--- config.mk ---
export PLATFORM = sky130hd
export DESIGN_NAME = dci_host
export DESIGN_NICKNAME = d
export VERILOG_FILES = /design/src/pkg/dci_pkg.sv /design/src/dci_host.sv
export SDC_FILE = /design/constraint.sdc
export NUM_CORES = 1
export LEC_CHECK = 0
export BUFFER_PORTS_ARGS = -buffer_cell sky130_fd_sc_hd__buf_2
export CAP_MARGIN = 5
export CELL_PAD_IN_SITES_DETAIL_PLACEMENT = 2
export CELL_PAD_IN_SITES_GLOBAL_PLACEMENT = 2
export CORE_MARGIN = 4
export CORE_UTILIZATION = 40
export DETAILED_ROUTE_END_ITERATION = 16
export PLACE_DENSITY_LB_ADDON = 0.2
export SYNTH_ARGS = -nofsm -noshare
export SYNTH_HDL_FRONTEND = slang
export SYNTH_SLANG_ARGS = --single-unit
--- constraint.sdc ---
create_clock -name mclk -period 9.3 [get_ports mclk]
set_input_delay 0.465 -clock mclk [delete_from_list [all_inputs] [get_ports mclk]]
set_output_delay 0.465 -clock mclk [all_outputs]
set_load 0.02 [all_outputs]
--- src/pkg/dci_pkg.sv ---
// Shared constants and carriers for the disk channel host controller
package dci_pkg;
  // Software register indices
  localparam logic [3:0] REG_TAG   = 4'h0;
  localparam logic [3:0] REG_ADRC  = 4'h1;
  localparam logic [3:0] REG_WDATA = 4'h2;
  localparam logic [3:0] REG_RDATA = 4'h3;
  localparam logic [3:0] REG_STAT  = 4'h4;
  localparam logic [3:0] REG_ENG   = 4'h5;
  // Engine register bit positions
  localparam int ENG_ARM  = 0;
  localparam int ENG_RVAL = 1;
  localparam int ENG_WPND = 2;
  localparam int ENG_MISS = 3;
  localparam int ENG_TMO  = 4;
  // Address/control word bit of the one-shot flag reset
  localparam int ADRC_RSTF = 8;
  // Values after reset
  localparam logic [15:0] TAG_RST  = 16'h0000;
  localparam logic [15:0] ADRC_RST = 16'h0000;
  localparam logic [15:0] ONES     = 16'hffff;
  // Timing
  localparam int CLK_NS      = 40;
  localparam int FLAG_WIN_NS = 6200;
  localparam int FLAG_WIN_CYC = FLAG_WIN_NS / CLK_NS;
  localparam int CNT_W = 9;
  localparam logic [CNT_W-1:0] TMO_CYC  = CNT_W'(3 * FLAG_WIN_CYC);
  localparam logic [CNT_W-1:0] RSTF_CYC = 9'h002;
  // Tag select word
  typedef struct packed {
    logic       sector_sel;
    logic       control_sel;
    logic       diff_sel;
    logic       head_sel;
    logic [1:0] unused_hi;
    logic [1:0] chan_sw;
    logic [7:0] unused_lo;
  } dci_tag_s;
  // Address/control word
  typedef struct packed {
    logic [2:0] unit_sel;
    logic       zeros_search;
    logic       write;
    logic       hold_index;
    logic       hold_sector;
    logic       reset_flag;
    logic [7:0] ac;
  } dci_adrc_s;
  // Unit status word
  typedef struct packed {
    logic       fault;
    logic       on_sector;
    logic       on_cyl;
    logic       seek_err;
    logic       ready;
    logic       index_mark;
    logic       sector_mark;
    logic       flag;
    logic [7:0] selected;
  } dci_stat_s;
  // Word engine states, Gray along the path
  typedef enum logic [1:0] {
    ST_IDLE = 2'b00,
    ST_WAIT = 2'b01,
    ST_ACK  = 2'b11,
    ST_DROP = 2'b10
  } dci_state_e;
endpackage : dci_pkg

--- src/dci_host.sv ---
// Host controller driving the disk interface channel words
//
// Function
// - Channel switch bits both held clear to route disk channel six.
// - Head select tag means address bits 0-3 carry head address.
// - Difference select tag means address bits carry cylinder difference.
// - Control select tag means address bits carry control information.
// - Sector select tag means address bits 0-3 carry sector address.
// - Hold-sector-mark kept zero to let sector mark clear; the host passes bit 9 as software writes it.
// - Hold-index-mark kept zero to let index mark clear; the host passes bit 10 as software writes it.
// - Zeros search set during tag read; flag waits for sync bit; the host passes bit 12 as software writes it.
// - Three-bit unit code selects unit and is held steady.
// - Host holds all output data bits at one during reads.
// - Flag sets per word, self-clears after 6.2 us; transfer within.
//
// The implementer's own choices: the address-and-strobe port and the register offsets.
`timescale 1ns/100ps
module dci_host (
  // Clock and reset
  input  wire logic        mclk,
  input  wire logic        resetn,
  // Software register port
  input  wire logic [3:0]  sw_addr,
  input  wire logic [15:0] sw_wdata,
  input  wire logic        sw_wr,
  input  wire logic        sw_rd,
  output logic      [15:0] sw_rdata,
  // Output channels to the interface
  output logic      [15:0] tag_select_output_channel,
  output logic      [15:0] address_control_output_channel,
  output logic      [15:0] disk_data_output_channel,
  // Input channels from the interface
  input  wire logic [15:0] disk_status_input_channel,
  input  wire logic [15:0] disk_data_input_channel
);

  // Stable value once the last two stages agree
  function automatic logic [15:0] stab(
    input logic [15:0] b,
    input logic [15:0] c,
    input logic [15:0] q
  );
    logic [15:0] r;
    r = q;
    for (int i = 0; i < 16; i++)
    begin
      if (b[i] == c[i])
      begin
        r[i] = c[i];
      end
    end
    return r;
  endfunction : stab

  // Reset release through two flops
  logic rst_a_r;
  logic rst_n;
  always_ff @(posedge mclk or negedge resetn)
  begin
    if (!resetn)
    begin
      rst_a_r <= 1'b0;
      rst_n   <= 1'b0;
    end
    else
    begin
      rst_a_r <= 1'b1;
      rst_n   <= rst_a_r;
    end
  end

  // Three-stage input synchronisers; stage one feeds stage two only
  logic [15:0] st1_r, st2_r, st3_r, stq_r;
  logic [15:0] dt1_r, dt2_r, dt3_r, dtq_r;
  logic [15:0] stq_nxt, dtq_nxt;
  always_comb
  begin
    stq_nxt = stab(st2_r, st3_r, stq_r);
    dtq_nxt = stab(dt2_r, dt3_r, dtq_r);
  end
  always_ff @(posedge mclk or negedge rst_n)
  begin
    if (!rst_n)
    begin
      st1_r <= 16'h0000;
      st2_r <= 16'h0000;
      st3_r <= 16'h0000;
      stq_r <= 16'h0000;
      dt1_r <= 16'h0000;
      dt2_r <= 16'h0000;
      dt3_r <= 16'h0000;
      dtq_r <= 16'h0000;
    end
    else
    begin
      st1_r <= disk_status_input_channel;
      st2_r <= st1_r;
      st3_r <= st2_r;
      stq_r <= stq_nxt;
      dt1_r <= disk_data_input_channel;
      dt2_r <= dt1_r;
      dt3_r <= dt2_r;
      dtq_r <= dtq_nxt;
    end
  end

  dci_pkg::dci_stat_s stat;
  assign stat = dci_pkg::dci_stat_s'(stq_r);

  // Software-held words and engine state
  dci_pkg::dci_tag_s   tag_r, tag_nxt;
  dci_pkg::dci_adrc_s  adrc_r, adrc_nxt;
  dci_pkg::dci_state_e st_r, st_nxt;
  logic [15:0] wdata_r, wdata_nxt;
  logic [15:0] rdata_r, rdata_nxt;
  logic [15:0] dout_r, dout_nxt;
  logic [15:0] rd_r, rd_nxt;
  logic [dci_pkg::CNT_W-1:0] cnt_r, cnt_nxt;
  logic arm_r, arm_nxt;
  logic rval_r, rval_nxt;
  logic wpnd_r, wpnd_nxt;
  logic miss_r, miss_nxt;
  logic tmo_r, tmo_nxt;
  logic rstf_r, rstf_nxt;
  logic wr_tag, wr_adrc, wr_wd, wr_eng, rd_rdata, xfer;

  // Decoded software strobes
  assign wr_tag   = sw_wr && (sw_addr == dci_pkg::REG_TAG);
  assign wr_adrc  = sw_wr && (sw_addr == dci_pkg::REG_ADRC);
  assign wr_wd    = sw_wr && (sw_addr == dci_pkg::REG_WDATA);
  assign wr_eng   = sw_wr && (sw_addr == dci_pkg::REG_ENG);
  assign rd_rdata = sw_rd && (sw_addr == dci_pkg::REG_RDATA);
  // A word moves when the flag is seen while waiting
  assign xfer = (st_r == dci_pkg::ST_WAIT) && arm_r && stat.flag;

  // Next state of registers and word engine
  always_comb
  begin
    tag_nxt   = tag_r;
    adrc_nxt  = adrc_r;
    st_nxt    = st_r;
    wdata_nxt = wdata_r;
    rdata_nxt = rdata_r;
    dout_nxt  = dout_r;
    cnt_nxt   = cnt_r;
    arm_nxt   = arm_r;
    rval_nxt  = rval_r;
    wpnd_nxt  = wpnd_r;
    miss_nxt  = miss_r;
    tmo_nxt   = tmo_r;
    rstf_nxt  = 1'b0;
    rd_nxt    = 16'h0000;
    // Tag word; channel switch forced clear
    if (wr_tag)
    begin
      tag_nxt = dci_pkg::dci_tag_s'(sw_wdata);
    end
    tag_nxt.chan_sw   = 2'b00;
    tag_nxt.unused_hi = 2'b00;
    tag_nxt.unused_lo = 8'h00;
    // Address/control word; flag reset is a one-shot, never stored
    if (wr_adrc)
    begin
      adrc_nxt = dci_pkg::dci_adrc_s'(sw_wdata);
      rstf_nxt = sw_wdata[dci_pkg::ADRC_RSTF];
    end
    adrc_nxt.reset_flag = 1'b0;
    // Engine register: arm, and write-one-to-clear of errors
    if (wr_eng)
    begin
      arm_nxt = sw_wdata[dci_pkg::ENG_ARM];
      if (sw_wdata[dci_pkg::ENG_MISS])
      begin
        miss_nxt = 1'b0;
      end
      if (sw_wdata[dci_pkg::ENG_TMO])
      begin
        tmo_nxt = 1'b0;
      end
    end
    if (rd_rdata)
    begin
      rval_nxt = 1'b0;
    end
    if (wr_wd)
    begin
      wdata_nxt = sw_wdata;
    end
    // Word engine; sets placed after clears so sets win, except arm, which a timeout clears after a software write
    case (st_r)
      dci_pkg::ST_IDLE:
      begin
        cnt_nxt = '0;
        if (arm_r)
        begin
          st_nxt = dci_pkg::ST_WAIT;
        end
      end
      dci_pkg::ST_WAIT:
      begin
        if (!arm_r)
        begin
          st_nxt = dci_pkg::ST_IDLE;
        end
        else if (xfer)
        begin
          cnt_nxt = '0;
          st_nxt  = dci_pkg::ST_ACK;
          if (adrc_r.write)
          begin
            dout_nxt = wdata_r;
            miss_nxt = miss_nxt || !wpnd_r;
            wpnd_nxt = 1'b0;
          end
          else
          begin
            rdata_nxt = dtq_r;
            miss_nxt  = miss_nxt || rval_r;
            rval_nxt  = 1'b1;
          end
        end
        else if (cnt_r == dci_pkg::TMO_CYC)
        begin
          tmo_nxt = 1'b1;
          arm_nxt = 1'b0;
          st_nxt  = dci_pkg::ST_IDLE;
        end
        else
        begin
          cnt_nxt = cnt_r + 1'b1;
        end
      end
      dci_pkg::ST_ACK:
      begin
        rstf_nxt = 1'b1;
        cnt_nxt  = cnt_r + 1'b1;
        if (cnt_r == dci_pkg::RSTF_CYC - 1'b1)
        begin
          cnt_nxt = '0;
          st_nxt  = dci_pkg::ST_DROP;
        end
      end
      dci_pkg::ST_DROP:
      begin
        // Flag must be seen low before the next word counts
        if (!stat.flag)
        begin
          st_nxt = arm_r ? dci_pkg::ST_WAIT : dci_pkg::ST_IDLE;
        end
      end
      default:
      begin
        st_nxt = dci_pkg::ST_IDLE;
      end
    endcase
    if (wr_wd)
    begin
      wpnd_nxt = 1'b1;
    end
    // Output data stays all ones whenever not writing
    if (!adrc_r.write)
    begin
      dout_nxt = dci_pkg::ONES;
    end
    // Read mux, answer in the next cycle
    if (sw_rd)
    begin
      case (sw_addr)
        dci_pkg::REG_TAG:   rd_nxt = tag_r;
        dci_pkg::REG_ADRC:  rd_nxt = adrc_r;
        dci_pkg::REG_WDATA: rd_nxt = wdata_r;
        dci_pkg::REG_RDATA: rd_nxt = rdata_r;
        dci_pkg::REG_STAT:  rd_nxt = stq_r;
        dci_pkg::REG_ENG:
        begin
          rd_nxt[dci_pkg::ENG_ARM]  = arm_r;
          rd_nxt[dci_pkg::ENG_RVAL] = rval_r;
          rd_nxt[dci_pkg::ENG_WPND] = wpnd_r;
          rd_nxt[dci_pkg::ENG_MISS] = miss_r;
          rd_nxt[dci_pkg::ENG_TMO]  = tmo_r;
        end
        default: rd_nxt = 16'h0000;
      endcase
    end
  end

  // Register everything
  always_ff @(posedge mclk or negedge rst_n)
  begin
    if (!rst_n)
    begin
      tag_r   <= dci_pkg::TAG_RST;
      adrc_r  <= dci_pkg::ADRC_RST;
      st_r    <= dci_pkg::ST_IDLE;
      wdata_r <= dci_pkg::ONES;
      rdata_r <= 16'h0000;
      dout_r  <= dci_pkg::ONES;
      rd_r    <= 16'h0000;
      cnt_r   <= '0;
      arm_r   <= 1'b0;
      rval_r  <= 1'b0;
      wpnd_r  <= 1'b0;
      miss_r  <= 1'b0;
      tmo_r   <= 1'b0;
      rstf_r  <= 1'b0;
    end
    else
    begin
      tag_r   <= tag_nxt;
      adrc_r  <= adrc_nxt;
      st_r    <= st_nxt;
      wdata_r <= wdata_nxt;
      rdata_r <= rdata_nxt;
      dout_r  <= dout_nxt;
      rd_r    <= rd_nxt;
      cnt_r   <= cnt_nxt;
      arm_r   <= arm_nxt;
      rval_r  <= rval_nxt;
      wpnd_r  <= wpnd_nxt;
      miss_r  <= miss_nxt;
      tmo_r   <= tmo_nxt;
      rstf_r  <= rstf_nxt;
    end
  end

  // Channel outputs, all from flops
  always_comb
  begin
    address_control_output_channel = adrc_r;
    address_control_output_channel[dci_pkg::ADRC_RSTF] = rstf_r;
  end
  assign tag_select_output_channel = tag_r;
  assign disk_data_output_channel  = dout_r;
  assign sw_rdata                  = rd_r;

endmodule : dci_host

; Yosys cells after proc, flatten, opt, wreduce, memory -nomap -nowiden
; Index checks and enable logic that the tools add are counted.
[classes]
addsub = 1
eq_ne = 51
muxes = 49
n_bitwise = 1
n_reduce_logical = 22
[ops]
columns = operator, n
row1 = two-way mux 16 bit, 5
row2 = case mux 11 bit (5 select lines), 1
row3 = two-way mux 9 bit, 4
row4 = == test 1 bit, 32
row5 = two-way mux 1 bit, 30
row6 = case mux 9 bit (3 select lines), 1
row7 = case mux 5 bit (5 select lines), 1
row8 = two-way mux 2 bit, 6
row9 = AND reduction 4 bit, 3
row10 = "adder 9 x 1 -> 9 bit, second input constant", 1
row11 = "== test 9 x 1 -> 1 bit, second input constant", 1
row12 = "== test 9 bit, second input constant", 1
row13 = "== test 4 x 2 -> 1 bit, second input constant", 2
row14 = "== test 4 x 3 -> 1 bit, second input constant", 2
row15 = "inequality test 2 bit, second input constant", 4
row16 = case mux 2 bit (4 select lines), 1
row17 = nonzero test 2 bit, 4
row18 = logical AND 1 bit, 7
row19 = "inequality test 2 x 1 -> 1 bit, second input constant", 3
row20 = AND reduction 3 bit, 2
row21 = "== test 2 bit, second input constant", 2
row22 = "== test 4 x 1 -> 1 bit, second input constant", 1
row23 = logical NOT 4 bit, 1
row24 = "inequality test 4 x 3 -> 1 bit, second input constant", 1
row25 = 7 further kinds, 8
[totals]
reg_bits = 230
input_bits = 56
out_inout_bits = 64
word_cells = 186

; Longest topological paths before layout
[logic_depth]
word_depth = 8
mapped_depth = 7
depth_no_buf = 6

; Worst setup path after synthesis
; No wires, ideal clock.
[synth_timing]
path_type = reg2reg
start = reg cnt_r[1] in the netlist's numbering
end = reg cnt_r[3] in the netlist's numbering
setup_time_ns = 0.126
arrival_ns = 1.829
t_required_ns = 9.174
slack_ns = 7.345
path_stages_with_launch = 7
path_buffers = 0
synth_period_minus_slack_ns = 1.955
cell_sequence = dfrtp_1 inv_1 ha_1 or4b_4 o311a_4 and3_1 a221o_1
[synth_between]
elab_chain_cells = 5
word_cells_on_any_way = 10
classes_between = add/sub: 1 / eq/ne: 3 / mux: 5 / reduce/logical: 1
[synth_lines]
columns = item, line_no
row1 = start: declaration, dci_host.sv:118  ; logic [dci_pkg::CNT_W-1:0] cnt_r, cnt_nxt;
row2 = start signal: assignment, dci_host.sv:316  ; cnt_r <= cnt_nxt;
row3 = adder 9 x 1 -> 9 bit, "dci_host.sv:230, dci_host.sv:236"
row4 = two-way mux 9 bit, dci_host.sv:222  ; else if (cnt_r == dci_pkg::TMO_CYC)
row5 = two-way mux 9 bit, dci_host.sv:205  ; else if (xfer)
row6 = two-way mux 9 bit, dci_host.sv:201  ; if (!arm_r)
row7 = case mux 9 bit (3 select lines), dci_host.sv:190  ; case (st_r)
; Several ways; a longest one is shown, not always the timed one. The select of a mux whose other input is x is not followed.
; A chain may end at the register's enable or synchronous reset.

; Final worst setup path
[layout_timing]
start = reg st_r[0]
end = reg rdata_r[6]
[layout_between]
elab_chain_cells = 4
[layout_lines]
columns = item, line_no
row1 = start: declaration, dci_host.sv:113  ; dci_pkg::dci_state_e st_r, st_nxt;
row2 = start signal: assignment, dci_host.sv:294  ; st_r <= dci_pkg::ST_IDLE;
row3 = start signal: assignment, dci_host.sv:311  ; st_r <= st_nxt;
row4 = == test 2 x 1 -> 1 bit *, "dci_host.sv:134, dci_host.sv:190"
row5 = logical AND 1 bit (2 in series), dci_host.sv:134  ; assign xfer = (st_r == dci_pkg::ST_WAIT) && arm_r && stat.flag;
row6 = AND reduction 4 bit (no source line) *, n/a
row7 = end signal: assignment, dci_host.sv:313  ; rdata_r <= rdata_nxt;
row8 = end: declaration, dci_host.sv:115  ; logic [15:0] rdata_r, rdata_nxt;
; Every way passes the cells marked *; elsewhere a longest branch is shown, timed or not.

==> flow_summary.ini <==
[floorplan]
fp.dieH_um = 151
fp.dieW_um = 151
boundaryPins = 120
start_util_pct = 41.3
core_area_mm2 = 0.0197
rows = 51
dieArea_mm2 = 0.0227

[clocking]
clk-insertion-delay-late_ns = 0.51
ctsHoldBuffers = 1
cts_resized = 0
cts_setup_buffers = 0
clock_sinks = 230
clkTransAtPathRegs_ns = 0.06
ctsRootBufferMaster = clkbuf_16
numCtsBuffers = 25
cts_htree_levels = 1
clk_path_buf_depth = 3
cts_tree = yes

[grt]
grt_use_total_pct = 18.8
antenna_found_initial = 0
grt_remaining_overflow = 0
grt_pass1_vias = 5718
grt_max_degree = 175
grt_pass1_wl_um = 32900

[worst_setup_path]
slowest_stage = dfrtp_1
critPathTopFamily = simple AND/OR/NAND/NOR gates
cp.required_ns = 9.70
cpPeakStageDelay_ns = 0.57
end_kind = register
path_cells = and2b_4 > nand3_2 > nor2_2 > buf_4 > mux2_2
cp_num_buf_inv = 1
critPathMaxFanout = 18
worstPathArrival_ns = 2.89
crit_path_start_kind = register
worstSetupPathType = register to register

[synth]
synth_top_family_by_area = multiplexers
yosysSeqAreaShare_pct = 71.2
synth-xor-area-share_pct = 0
netlist_instances = 541
synth_edf_count = 0
synth_top_area_share_pct = 60.8
avgSynthCellArea_um2 = 15.1
yosysWarnings = 0
muxShareOfSynthArea_pct = 7.84
ys_ff_latch = 230
synth.most_common_cell = dfrtp_1
ys.flop_type = dfrtp_1
ys_top_cells_by_count = 198 x dfrtp_1, 54 x mux2_2, 50 x nand2_1
yosysTopAreaCell = dfrtp_1
synth_area_mm2 = 0.00814
async_flop_share_pct = 100
synthAdderAreaFrac_pct = 4.24
synthTopCellsByArea = dfrtp_1 61%, dfstp_2 10%, mux2_2 7.5%
synth_compound_area_share_pct = 6.56
synthSimpleGateAreaFrac_pct = 7.22
yosysUniqueCellTypes = 56

[final_layout]
finalNonFillerCells = 936
layout-drive-gt1-share_pct = 37.1
synthToLayoutAreaGrowth_pct = 19.4
regArea_mm2 = 0.00580
layout.nets = 715
post-route-util_pct = 49.3
antenna_cells = 0
multi_input_area_mm2 = 0.00216
fillers = 1865

[timing]
hold_violations = 0
slew-limit-headroom_pct = 30.4
worst_pin_slew_ns = 1.04
setup_ws_ns = 6.80
max_clock_freq_mhz = 400
finalSetupViolations = 0
skew_ns = 0.00710
maxSlewViolCount = 0
setup-tns-final_ns = 0
rsz0062_at_grt = no
fin_crit_sh_pct = 26.9
fin_crit_ns = 2.50

[detailed_routing]
drcViolationCount = 0
ant_nets = 0
vias_per_cell = 5.26
routed_wirelength_um = 20700
drt-initial-drc-count = 262
avgRoutedWirePerCell_um = 22.1
dr.pass1.iters = 5
dr_total_vias = 4919

[run]
maxCapViolCount = 0

[place]
hpwl_um = 13800
gp_congestion = 0.788
port_buffers = 107
dp.cells = 894
preCtsSetupSlack_ns = 6.32

[power_and_ir_drop]
power_density_mw_per_mm2 = 270
leakagePower_nw = 4.42
ir_worst_vdd_uv = 236

[outcome]
status = finished, final reports clean

[hold_path]
hold_class = input port to register
==> registers in the layout, indices dropped and copies added, names as in the netlist <==
register and count:
st_r 2, disk_data_output_channel 16, dt1_r 16, wpnd_r 1, dt3_r 16, cnt_r 9
dt2_r 16, rval_r 1, rst_n 1, st3_r 16, wdata_r 16, st1_r 16
miss_r 1, tmo_r 1, arm_r 1, sw_rdata 16, stat 16, address_control_output_channel 15
st2_r 16, dtq_r 16, rdata_r 16, rst_a_r 1, rstf_r 1, tag_select_output_channel 4
==> per-layer routing <==
metal  GRT usage, %  vias up  wire (um)
met3           3.64       25       1050
met2           33.5      129      10800
li1               -     2131          -
met5              0        -          0
met1           24.0     2634       8520
met4           3.76        0        295
==> kinds of logic after synthesis <==
family	after synthesis
buf+inv	41
other cells	2
mux	57
simple gates	114
compound gates	63
fa+ha+maj	34
flops	230
==> cells in the final DEF (no fill, tap or decap), types with 2 or more instances in the layout <==
cell type,n
nor2_1,12
buf_4,4
and3_1,6
maj3_1,32
o2bb2ai_1,3
clkbuf_1,4
a32o_1,2
a221o_1,6
inv_1,6
clkbuf_16,25
nor4b_4,2
nand2_1,50
a22oi_1,5
dfrtp_1,197
mux2i_1,3
conb_1,13
clkbuf_8,4
nand3_1,22
a222oi_1,16
mux2_2,54
a22o_1,3
nand4_1,2
bufinv_16,3
clkinv_2,4
ha_1,2
a21o_1,2
dfstp_2,32
buf_2,107
nor3_1,3
a21oi_1,14
a31oi_1,2
nand3b_1,2
==> through the flow <==
stage	area [um2]	power (mW)	hold slack, ns
after floorplan	8190	1.51	0.169
after global placement	8900	1.62	0.251
after detailed placement	8900	1.65	0.251
after CTS	9730	2.66	0.0307
after global routing	9730	2.76	0.0239
final	9730	2.62	0.0519
==> final timing paths <==
path / startpoint / to / slack (ns) / depth (start not counted)
max: st_r[0] / rdata_r[6] / 6.80 / 5
min: disk_status_input_channel[2] / st1_r[2] / 0.05 / 1
max reg2reg: st_r[0] / rdata_r[6] / 6.80 / 5
min reg2reg: dt1_r[9] / dt2_r[9] / 0.35 / 0
max in group asynchronous: rst_n / arm_r / 7.54 / 1
min in group asynchronous: resetn / rst_n / 0.25 / 2
==> final cells by class <==
type,count,share of cell area (%)
well taps,265,3.41
clock buffers,33,7.15
clock inverters,8,1.22
flip-flops and latches,230,59.6
inverters,6,0.232
repair buffers,113,6.12
multi-input cells,281,22.2
==> power by group <==
| group | switching (mW) | total (mW) | internal (mW) |
|---|---|---|---|
| Sequential | 0.119 | 1.27 | 1.15 |
| Clock | 0.382 | 0.986 | 0.604 |
| Combinational | 0.208 | 0.366 | 0.158 |
| Total | 0.709 | 2.62 | 1.91 |
Note: power is estimated with default switching activity, not from simulation.
